--- src/verilog/slpa_pkg.sv ---
// Package for the line/path overhead alarm register bank.
// Assumes an AXI4-Lite master with 32-bit data and one clock.
package slpa_pkg;
   // -------------------------------------------------------------
   // Register offsets (byte addresses are four times the index)
   // -------------------------------------------------------------
   localparam logic [7:0] IDX_MASTER_LOAD = 8'h00;
   localparam logic [7:0] IDX_LINE_CTRL = 8'h18;
   localparam logic [7:0] IDX_LINE_IRQ = 8'h19;
   localparam logic [7:0] IDX_LBE_LOW = 8'h1A;
   localparam logic [7:0] IDX_LBE_MID = 8'h1B;
   localparam logic [7:0] IDX_LBE_HIGH = 8'h1C;
   localparam logic [7:0] IDX_LFE_LOW = 8'h1D;
   localparam logic [7:0] IDX_LFE_MID = 8'h1E;
   localparam logic [7:0] IDX_LFE_HIGH = 8'h1F;
   localparam logic [7:0] IDX_TX_CTRL = 8'h20;
   localparam logic [7:0] IDX_TX_DIAG = 8'h21;
   localparam logic [7:0] IDX_PATH_STAT = 8'h30;
   localparam logic [7:0] IDX_PATH_IRQ = 8'h31;
   localparam logic [7:0] IDX_PATH_IRQ_EN = 8'h33;
   localparam logic [7:0] IDX_PATH_LABEL = 8'h37;
   localparam int ADDR_W = 10;
   // -------------------------------------------------------------
   // Field positions
   // -------------------------------------------------------------
   localparam int LINE_FRAME_MODE_BIT = 7;
   localparam int PATH_RDI_BIT = 2;
   localparam int PATH_AIS_BIT = 3;
   localparam int PATH_LOP_BIT = 5;
   localparam int PATH_LABEL_BIT = 7;
   localparam int PATH_B3_BIT = 1;
   localparam int PATH_FEBE_BIT = 0;
   localparam logic [2:0] K2_RDI_CODE = 3'h6;
   localparam int CNT_W = 20;
   localparam int LABEL_CONFIRM = 3;
   // -------------------------------------------------------------
   // Timing and reset values
   // -------------------------------------------------------------
   localparam int CLK_MHZ = 40;
   localparam int POLL_TIME_US = 7;
   // Longest time rounds down; we need only one cycle but keep bound
   localparam int POLL_CYCLES = POLL_TIME_US * CLK_MHZ;
   localparam logic [7:0] RESET_BYTE = 8'h00;
   localparam logic [1:0] RESP_OKAY = 2'h0;
   localparam logic [1:0] RESP_SLVERR = 2'h2;

   typedef struct packed {
      logic line_rdi;
      logic line_ais;
      logic path_rdi;
      logic path_ais;
      logic path_lop;
   } slpa_alarm_t;

   typedef struct packed {
      logic [4:0] b2_errs;
      logic line_febe;
      logic b3_err;
      logic path_febe;
      logic frame_start;
      logic c2_valid;
      logic [7:0] c2_byte;
   } slpa_event_t;
endpackage

--- src/verilog/slpa_regs.sv ---
// Line and path overhead alarm, interrupt and error counter registers.
// Assumes alarm levels and error events are synchronous to aclk and
// that an AXI4-Lite master issues one write and one read at a time.
//
// Decided for this implementation: the AXI4-Lite slave port.
`timescale 1ns/1ps
// How it works
// - Line RDI change sets its status bit
// - Line AIS change sets its status bit
// - Any B2 error sets parity status bit
// - Nonzero line FEBE sets its status bit
// - Reading line irq register clears four bits
// - RDI enable gates RDI interrupt, resets zero
// - AIS enable gates AIS interrupt, resets zero
// - Parity enable gates parity interrupt, resets zero
// - 20-bit B2 snapshot in three bytes
// - 20-bit FEBE snapshot in three bytes
// - Write to any counter byte polls both
// - Poll copies counter and restarts from zero
// - Master load write polls all counters
// - Tx RDI bit forces K2 bits 110
// - Parity corrupt bit inverts transmitted B2
// - Path RDI, AIS, POINTER_LOSS_STATE live status bits
// - B3 and path FEBE set event bits
// - Path alarm changes set interrupt bits
// - Accepted label change sets label bit
// - Reading path irq register clears it
// - Frame mode counts B2 one per errored frame
// - Path enables gate path interrupt bits
// - Label accepted after three equal frames
module slpa_regs (
   input wire logic aclk,
   input wire logic aresetn,
   input wire logic [slpa_pkg::ADDR_W-1:0] s_axi_awaddr,
   input wire logic s_axi_awvalid,
   output logic s_axi_awready,
   input wire logic [31:0] s_axi_wdata,
   input wire logic [3:0] s_axi_wstrb,
   input wire logic s_axi_wvalid,
   output logic s_axi_wready,
   output logic [1:0] s_axi_bresp,
   output logic s_axi_bvalid,
   input wire logic s_axi_bready,
   input wire logic [slpa_pkg::ADDR_W-1:0] s_axi_araddr,
   input wire logic s_axi_arvalid,
   output logic s_axi_arready,
   output logic [31:0] s_axi_rdata,
   output logic [1:0] s_axi_rresp,
   output logic s_axi_rvalid,
   input wire logic s_axi_rready,
   input wire slpa_pkg::slpa_alarm_t alarm_in,
   input wire slpa_pkg::slpa_event_t event_in,
   input wire logic [7:0] tx_k2_in,
   input wire logic [7:0] tx_b2_in,
   output logic [7:0] tx_k2_out,
   output logic [7:0] tx_b2_out,
   output logic irq
);
   // -------------------------------------------------------------
   // Bus slave: write side
   // -------------------------------------------------------------
   logic aw_held_ff, w_held_ff;
   logic [7:0] aw_idx_ff;
   logic [7:0] wdata_ff;
   logic wr_go;
   logic ar_go;
   logic [7:0] ar_idx;

   assign wr_go = aw_held_ff && w_held_ff && !s_axi_bvalid;
   assign ar_go = s_axi_arvalid && s_axi_arready;
   assign ar_idx = s_axi_araddr[slpa_pkg::ADDR_W-1:2];

   always_ff @(posedge aclk) begin
      if (!aresetn) begin
         aw_held_ff <= 1'b0;
         aw_idx_ff <= 8'h00;
      end else if (s_axi_awvalid && s_axi_awready) begin
         aw_held_ff <= 1'b1;
         aw_idx_ff <= s_axi_awaddr[slpa_pkg::ADDR_W-1:2];
      end else if (wr_go) begin
         aw_held_ff <= 1'b0;
      end
   end

   always_ff @(posedge aclk) begin
      if (!aresetn) begin
         w_held_ff <= 1'b0;
         wdata_ff <= 8'h00;
      end else if (s_axi_wvalid && s_axi_wready) begin
         w_held_ff <= 1'b1;
         // Only the low lane carries register data
         wdata_ff <= s_axi_wstrb[0] ? s_axi_wdata[7:0] : wdata_ff;
      end else if (wr_go) begin
         w_held_ff <= 1'b0;
      end
   end

   always_ff @(posedge aclk) begin
      if (!aresetn) begin
         s_axi_awready <= 1'b0;
         s_axi_wready <= 1'b0;
         s_axi_bvalid <= 1'b0;
         s_axi_bresp <= slpa_pkg::RESP_OKAY;
      end else begin
         s_axi_awready <= !aw_held_ff && !(s_axi_awvalid && s_axi_awready);
         s_axi_wready <= !w_held_ff && !(s_axi_wvalid && s_axi_wready);
         if (wr_go) begin
            s_axi_bvalid <= 1'b1;
            s_axi_bresp <= wr_mapped(aw_idx_ff) ? slpa_pkg::RESP_OKAY
                                                : slpa_pkg::RESP_SLVERR;
         end else if (s_axi_bready) begin
            s_axi_bvalid <= 1'b0;
         end
      end
   end

   function automatic logic wr_mapped(input logic [7:0] idx);
      case (idx)
         slpa_pkg::IDX_MASTER_LOAD, slpa_pkg::IDX_LINE_CTRL,
         slpa_pkg::IDX_LINE_IRQ, slpa_pkg::IDX_LBE_LOW,
         slpa_pkg::IDX_LBE_MID, slpa_pkg::IDX_LBE_HIGH,
         slpa_pkg::IDX_LFE_LOW, slpa_pkg::IDX_LFE_MID,
         slpa_pkg::IDX_LFE_HIGH, slpa_pkg::IDX_TX_CTRL,
         slpa_pkg::IDX_TX_DIAG, slpa_pkg::IDX_PATH_IRQ_EN:
            wr_mapped = 1'b1;
         default:
            wr_mapped = 1'b0;
      endcase
   endfunction

   // -------------------------------------------------------------
   // Control registers
   // -------------------------------------------------------------
   logic [3:0] line_en_ff;
   logic line_frame_mode_ff;
   logic tx_rdi_ff;
   logic tx_line_parity_corrupt_ff;
   logic [7:0] path_en_ff;
   logic poll;

   always_ff @(posedge aclk) begin
      if (!aresetn) begin
         line_en_ff <= 4'h0;
         line_frame_mode_ff <= 1'b0;
         tx_rdi_ff <= 1'b0;
         tx_line_parity_corrupt_ff <= 1'b0;
         path_en_ff <= slpa_pkg::RESET_BYTE;
      end else if (wr_go) begin
         case (aw_idx_ff)
            slpa_pkg::IDX_LINE_IRQ: line_en_ff <= wdata_ff[7:4];
            slpa_pkg::IDX_LINE_CTRL:
               line_frame_mode_ff <= wdata_ff[slpa_pkg::LINE_FRAME_MODE_BIT];
            slpa_pkg::IDX_TX_CTRL: tx_rdi_ff <= wdata_ff[0];
            slpa_pkg::IDX_TX_DIAG: tx_line_parity_corrupt_ff <= wdata_ff[0];
            slpa_pkg::IDX_PATH_IRQ_EN: path_en_ff <= wdata_ff;
            default: ;
         endcase
      end
   end

   // Any counter byte or the master load address starts a poll
   assign poll = wr_go && ((aw_idx_ff >= slpa_pkg::IDX_LBE_LOW &&
                 aw_idx_ff <= slpa_pkg::IDX_LFE_HIGH) ||
                 aw_idx_ff == slpa_pkg::IDX_MASTER_LOAD);

   // -------------------------------------------------------------
   // Alarm edge detection and line counters
   // -------------------------------------------------------------
   slpa_pkg::slpa_alarm_t alarm_d_ff;
   logic frame_err_seen_ff;
   logic [slpa_pkg::CNT_W-1:0] lbe_acc_ff, lfe_acc_ff;
   logic [slpa_pkg::CNT_W-1:0] lbe_snap_ff, lfe_snap_ff;
   logic [slpa_pkg::CNT_W-1:0] lbe_inc, lfe_inc;
   logic b2_any;

   assign b2_any = |event_in.b2_errs;

   always_ff @(posedge aclk) begin
      if (!aresetn) begin
         alarm_d_ff <= '0;
      end else begin
         alarm_d_ff <= alarm_in;
      end
   end

   always_ff @(posedge aclk) begin
      if (!aresetn) begin
         frame_err_seen_ff <= 1'b0;
      end else if (event_in.frame_start) begin
         frame_err_seen_ff <= b2_any;
      end else if (b2_any) begin
         frame_err_seen_ff <= 1'b1;
      end
   end

   always_comb begin
      lbe_inc = '0;
      if (line_frame_mode_ff) begin
         // One count per errored frame
         lbe_inc = {19'h00000, b2_any &&
                   (event_in.frame_start || !frame_err_seen_ff)};
      end else begin
         lbe_inc = {15'h0000, event_in.b2_errs};
      end
      lfe_inc = {19'h00000, event_in.line_febe};
   end

   // Snapshot and restart happen in one edge, so a coincident event
   // lands in the new interval rather than being lost.
   always_ff @(posedge aclk) begin
      if (!aresetn) begin
         lbe_acc_ff <= '0;
         lfe_acc_ff <= '0;
         lbe_snap_ff <= '0;
         lfe_snap_ff <= '0;
      end else if (poll) begin
         lbe_snap_ff <= lbe_acc_ff;
         lfe_snap_ff <= lfe_acc_ff;
         lbe_acc_ff <= lbe_inc;
         lfe_acc_ff <= lfe_inc;
      end else begin
         lbe_acc_ff <= lbe_acc_ff + lbe_inc;
         lfe_acc_ff <= lfe_acc_ff + lfe_inc;
      end
   end

   // -------------------------------------------------------------
   // Path signal label acceptance
   // -------------------------------------------------------------
   logic [7:0] label_ff, cand_ff;
   logic [1:0] cand_cnt_ff;
   logic label_change;

   assign label_change = event_in.c2_valid && event_in.c2_byte != label_ff
                         && event_in.c2_byte == cand_ff
                         && cand_cnt_ff == 2'(slpa_pkg::LABEL_CONFIRM - 1);

   always_ff @(posedge aclk) begin
      if (!aresetn) begin
         label_ff <= slpa_pkg::RESET_BYTE;
         cand_ff <= slpa_pkg::RESET_BYTE;
         cand_cnt_ff <= 2'h0;
      end else if (event_in.c2_valid) begin
         if (event_in.c2_byte == label_ff) begin
            cand_cnt_ff <= 2'h0;
         end else if (label_change) begin
            label_ff <= event_in.c2_byte;
            cand_cnt_ff <= 2'h0;
         end else if (event_in.c2_byte == cand_ff) begin
            cand_cnt_ff <= cand_cnt_ff + 2'h1;
         end else begin
            cand_ff <= event_in.c2_byte;
            cand_cnt_ff <= 2'h1;
         end
      end
   end

   // -------------------------------------------------------------
   // Sticky interrupt status
   // -------------------------------------------------------------
   logic [3:0] line_stat_ff, line_set;
   logic [7:0] path_stat_ff, path_set;
   logic rd_line_irq, rd_path_irq;

   assign rd_line_irq = ar_go && ar_idx == slpa_pkg::IDX_LINE_IRQ;
   assign rd_path_irq = ar_go && ar_idx == slpa_pkg::IDX_PATH_IRQ;

   always_comb begin
      line_set = 4'h0;
      line_set[0] = alarm_in.line_rdi ^ alarm_d_ff.line_rdi;
      line_set[1] = alarm_in.line_ais ^ alarm_d_ff.line_ais;
      line_set[2] = b2_any;
      line_set[3] = event_in.line_febe;
      path_set = 8'h00;
      path_set[slpa_pkg::PATH_FEBE_BIT] = event_in.path_febe;
      path_set[slpa_pkg::PATH_B3_BIT] = event_in.b3_err;
      path_set[slpa_pkg::PATH_RDI_BIT] =
         alarm_in.path_rdi ^ alarm_d_ff.path_rdi;
      path_set[slpa_pkg::PATH_AIS_BIT] =
         alarm_in.path_ais ^ alarm_d_ff.path_ais;
      path_set[slpa_pkg::PATH_LOP_BIT] =
         alarm_in.path_lop ^ alarm_d_ff.path_lop;
      path_set[slpa_pkg::PATH_LABEL_BIT] = label_change;
   end

   // Set wins over the read-clear so a coincident event is kept
   always_ff @(posedge aclk) begin
      if (!aresetn) begin
         line_stat_ff <= 4'h0;
         path_stat_ff <= 8'h00;
      end else begin
         line_stat_ff <= (rd_line_irq ? 4'h0 : line_stat_ff)
                         | line_set;
         path_stat_ff <= (rd_path_irq ? 8'h00 : path_stat_ff)
                         | path_set;
      end
   end

   always_ff @(posedge aclk) begin
      if (!aresetn) begin
         irq <= 1'b0;
      end else begin
         irq <= |(line_stat_ff & line_en_ff) |
                |(path_stat_ff & path_en_ff);
      end
   end

   // -------------------------------------------------------------
   // Transmit overhead insertion
   // -------------------------------------------------------------
   always_ff @(posedge aclk) begin
      if (!aresetn) begin
         tx_k2_out <= 8'h00;
         tx_b2_out <= 8'h00;
      end else begin
         // K2 bits 6..8 are the three least significant bits
         tx_k2_out <= tx_rdi_ff ? {tx_k2_in[7:3], slpa_pkg::K2_RDI_CODE}
                                : tx_k2_in;
         tx_b2_out <= tx_line_parity_corrupt_ff ? ~tx_b2_in
                                                : tx_b2_in;
      end
   end

   // -------------------------------------------------------------
   // Bus slave: read side
   // -------------------------------------------------------------
   logic [7:0] rd_byte;
   logic rd_ok;
   slpa_pkg::slpa_alarm_t live;

   assign live = alarm_d_ff;

   always_comb begin
      rd_byte = 8'h00;
      rd_ok = 1'b1;
      case (ar_idx)
         slpa_pkg::IDX_LINE_CTRL:
            rd_byte = {line_frame_mode_ff, 5'h00, live.line_ais, live.line_rdi};
         slpa_pkg::IDX_LINE_IRQ: rd_byte = {line_en_ff, line_stat_ff};
         slpa_pkg::IDX_LBE_LOW: rd_byte = lbe_snap_ff[7:0];
         slpa_pkg::IDX_LBE_MID: rd_byte = lbe_snap_ff[15:8];
         slpa_pkg::IDX_LBE_HIGH: rd_byte = {4'h0, lbe_snap_ff[19:16]};
         slpa_pkg::IDX_LFE_LOW: rd_byte = lfe_snap_ff[7:0];
         slpa_pkg::IDX_LFE_MID: rd_byte = lfe_snap_ff[15:8];
         slpa_pkg::IDX_LFE_HIGH: rd_byte = {4'h0, lfe_snap_ff[19:16]};
         slpa_pkg::IDX_TX_CTRL: rd_byte = {7'h00, tx_rdi_ff};
         slpa_pkg::IDX_TX_DIAG: rd_byte = {7'h00, tx_line_parity_corrupt_ff};
         slpa_pkg::IDX_PATH_STAT:
            rd_byte = {2'h0, live.path_lop, 1'b0, live.path_ais,
                       live.path_rdi, 2'h0};
         slpa_pkg::IDX_PATH_IRQ: rd_byte = path_stat_ff;
         slpa_pkg::IDX_PATH_IRQ_EN: rd_byte = path_en_ff;
         slpa_pkg::IDX_PATH_LABEL: rd_byte = label_ff;
         slpa_pkg::IDX_MASTER_LOAD: rd_byte = 8'h00;
         default: rd_ok = 1'b0;
      endcase
   end

   always_ff @(posedge aclk) begin
      if (!aresetn) begin
         s_axi_arready <= 1'b0;
         s_axi_rvalid <= 1'b0;
         s_axi_rdata <= 32'h00000000;
         s_axi_rresp <= slpa_pkg::RESP_OKAY;
      end else begin
         s_axi_arready <= !s_axi_rvalid && !ar_go;
         if (ar_go) begin
            s_axi_rvalid <= 1'b1;
            s_axi_rdata <= {24'h000000, rd_byte};
            s_axi_rresp <= rd_ok ? slpa_pkg::RESP_OKAY
                                 : slpa_pkg::RESP_SLVERR;
         end else if (s_axi_rready) begin
            s_axi_rvalid <= 1'b0;
         end
      end
   end
endmodule

--- config.mk ---
export PLATFORM = sky130hd
export DESIGN_NAME = slpa_regs
export DESIGN_NICKNAME = d
export VERILOG_FILES = /design/src/verilog/slpa_pkg.sv /design/src/verilog/slpa_regs.sv
export SDC_FILE = /design/constraint.sdc
export NUM_CORES = 1
export LEC_CHECK = 0
export ABC_AREA = 1
export BUFFER_PORTS_ARGS = -buffer_cell sky130_fd_sc_hd__buf_2
export CAP_MARGIN = 0
export CORE_MARGIN = 2
export CORE_UTILIZATION = 53
export CTS_CLUSTER_SIZE = 28
export DETAILED_ROUTE_END_ITERATION = 10
export PLACE_DENSITY = 0.77
export RECOVER_POWER = 100
export SYNTH_ARGS = -nofsm -noshare
export SYNTH_HDL_FRONTEND = slang
export SYNTH_SLANG_ARGS = --single-unit
--- constraint.sdc ---
create_clock -name aclk -period 3.4 [get_ports aclk]
set_input_delay 0.17 -clock aclk [delete_from_list [all_inputs] [get_ports aclk]]
set_output_delay 0.17 -clock aclk [all_outputs]
set_load 0.05 [all_outputs]
==> flow_summary.ini <==
[clock_tree]
cts.htree.levels = 4
insertion_delay_ns = 0.43
postCtsSetupRepairBufs = 0
clockBufferDepth = 2
post_cts_resized = 0
cts_buffers = 17
cts_tree = yes
clk_pin_slew_ns = 0.07
clock_sinks = 179
cts_root_buf = clkbuf_16

[run_status]
violations = capacitance limit, slew limit
status = finished, violations left

[global_route]
grtUsageTotal_pct = 24.6
busiest_layer = met2
antenna_found_initial = 1
grt_pass1_vias = 7413
grt_overflow = 0
met1_usage_pct = 32.8
met3_usage_pct = 4.44
grt_max_degree = 98
grt_use_met2_pct = 41.1
grt_pass1_wl_mm = 35.3

[routing]
postRouteAntennaNets = 0
routed_wl_mm = 20.8
avgViaCountPerCell = 5.08
drc = 0
drt-initial-drc-count = 626
wl_per_cell_microns = 13.1
via_count = 8076
dr.pass1.iters = 6

[pwr]
p_int_uw = 3500
switchingPower_uw = 1290
pwr-share-clk_pct = 40.7
power_uw = 4790
vdd_drop_max_v = 0.000367
p_leak_uw = 0.00425
pwr_density_cell_nw_per_um2 = 483
power_frac_comb_pct = 12.6
power.share.switching_pct = 27.0
seq_power_share_pct = 46.7

[worst_setup_path]
worstSetupPathType = flip-flop to flip-flop
worst_path_max_delay_cell = nand2_1
startpoint_type = flip-flop
ff2ff_path_depth = 7
crit_buf_inv = 0
r2r_end = lfe_acc_ff[4]$_SDFF_PP0_
cpPeakStageDelay_ns = 0.82
crit_path_frequent_cell = nand2_1
path_max_fanout = 52
critPathCaptureType = flip-flop
arrival_ns = 3.04
cp_top_family = simple AND/OR/NAND/NOR gates
cp.required_ns = 3.74
path_cells = or2_0 -> nor2_2 -> nand2_1 -> o21ai_0 -> nand2_4 -> nand2_1 -> nor3b_1
reg2reg_slack_ns = 0.70
r2r-start = aw_idx_ff[0]$_SDFFE_PN0P_

[placement]
pre_cts_ws_ns = 1.01
io_buffers = 102
hpwl_mm = 14.6
placed_area_sq_um = 9130
place.gp.congestion = 0.863

[final_layout]
layout_common_cells = nand2_1 (258), nor2_1 (231), dfxtp_1 (179)
mostFrequentLayoutCell = nand2_1
diodes = 0
n_fill_cell = 1482
final_nets = 1474
drive_above_1_share_pct = 9.02
syn_to_final_growth_pct = 14.6
design_area_sq_um = 9910

[timing]
finClkSkew_ns = 0.00969
finalHoldViolCount = 0
period_share_pct = 79.4
hold-worst-slack_ns = 0.0131
finalMaxSlewViolations = 98
slew_headroom_pct = -23.6
tns_ns = 0
final.setup.worst_slack_ns = 0.699
max_freq_mhz = 370
tightest_slew_ns = 1.85
setup_viol = 0
rsz0062_at_grt = no
period_minus_slack_ns = 2.70

[synth]
yosysSeqAreaShare_pct = 41.5
synth_top_cells_by_area = dfxtp_1 (41%), nand2_1 (11%), nor2_1 (9.9%)
synth_top_area_cell = dfxtp_1
ys_types = 45
ys_seq_elements = 179
synthCells = 1253
synth.avg_cell_area_sq_um = 6.90
yosys.area.top_type_share_pct = 41.5
ys_warn_count = 0
syn-cell-area_sq_um = 8640

[floorplanning]
die_h_microns = 132
initial_core_util_pct = 54.4
die_area_sq_um = 17300
ioPinCount = 160
core_sq_um = 15900
rows = 46
die_x_microns = 132

[min_path]
holdCritStartpoint = event_in[9]
worst_hold_path_type = primary input to flip-flop
min_to = frame_err_seen_ff$_SDFFE_PN0P_
hold_depth = 4

[run]
maxCapViolCount = 1
## power by group through the flow
stage / clock network, uW / registers, uW / logic (uW)
final: 1950 / 2240 / 605
after global routing: 2070 / 2240 / 683
after CTS: 1970 / 2230 / 608
after detailed placement: 0 / 2280 / 581
after global placement: 0 / 2280 / 572
after floorplan: 0 / 2310 / 433
## per-layer routing
layer,up-vias,wire [microns]
li1,4165,-
met1,3661,9540
met2,226,9840
met3,24,1140
met4,0,302
met5,-,0
## sequential cells by signal, indices dropped and copies added (netlist names), 2 cells and up
name          count
lfe_acc_ff       20
line_stat_ff      4
wdata_ff          8
lfe_snap_ff      20
tx_b2_out         8
cand_cnt_ff       2
tx_k2_out         8
path_stat_ff      6
lbe_acc_ff       20
lbe_snap_ff      20
label_ff          8
aw_idx_ff         8
line_en_ff        4
path_en_ff        8
s_axi_rdata       8
cand_ff           8
alarm_d_ff        5
## worst max-delay path by stage
stage / end / slack [ns] / cells after the start / startpoint
final: lfe_acc_ff[4]$_SDFF_PP0_ / 0.70 / 7 / aw_idx_ff[0]$_SDFFE_PN0P_
after global routing: lbe_acc_ff[10]$_SDFF_PP0_ / 0.37 / 12 / line_frame_mode_ff$_SDFFE_PN0P_
after CTS: lbe_acc_ff[10]$_SDFF_PP0_ / 0.98 / 13 / line_frame_mode_ff$_SDFFE_PN0P_
after detailed placement: lbe_acc_ff[10]$_SDFF_PP0_ / 1.01 / 13 / line_frame_mode_ff$_SDFFE_PN0P_
after global placement: lbe_acc_ff[10]$_SDFF_PP0_ / 1.07 / 13 / line_frame_mode_ff$_SDFFE_PN0P_
after floorplan: lbe_acc_ff[10]$_SDFF_PP0_ / 1.22 / 14 / line_frame_mode_ff$_SDFFE_PN0P_
## synth_stat cells (all sizes together)
library cell	number
nor3b	2
nor2	241
o21ai	89
and3	3
fa	1
a21oi	71
o31ai	1
dfxtp	179
a211oi	2
xor2	10
nand4	18
xnor2	26
o211a	1
inv	128
conb	1
nor4	1
nor3	15
ha	8
clkbuf	19
buf	48
nand3b	5
nand2	263
nand3	110
o21bai	1
a22o	1
a21o	1
o22ai	1
clkinv	3
or2	4
## metrics by stage
step / instances / util, %
3_3_place_gp: 1533 / 57.5
5_1_grt: 1591 / 62.4
2_1_floorplan: 1278 / -
4_1_cts: 1591 / 62.9
3_5_place_dp: 1533 / 57.5
6_report: 1591 / 62.4
## repair_timing
action                                  CTS  global route
endpoints found under the hold margin    27             0
endpoints found under the setup margin    0             0
hold buffers                             27             0
## worst register-to-register path: stages (launching register included)
cell and delay, ns:
dfxtp_1 0.41, or2_0 0.21, nor2_2 0.05, nand2_1 0.08, o21ai_0 0.14, nand2_4 0.46, nand2_1 0.83, nor3b_1 0.43
## final cells by class
class                           instances  area [sq um]  share of cell area [%]
Multi-Input combinational cell        901          4210                    42.5
Sequential cell                       179          3580                    36.2
Timing Repair Buffer                  133           759                    7.67
Inverter                              131           493                    4.98
Clock buffer                           20           457                    4.61
Tap cell                              216           270                    2.73
Clock inverter                         11           130                    1.31
## logic make-up (layout without fill, tap and decap cells)
logic type | after synthesis | after routing | share of synthesized area [%]
flip-flops | 179 | 179 | 41.5
buffers and inverters | 198 | 295 | 10.6
XOR/XNOR | 36 | 36 | 3.65
other | 1 | 26 | 0.0434
adder cells (fa/ha/maj) | 9 | 9 | 1.39
AND/OR/NAND/NOR | 662 | 662 | 32.8
AO/OA/AOI/OAI | 168 | 168 | 10.1
No activity file was read; power rests on OpenSTA's default activity.
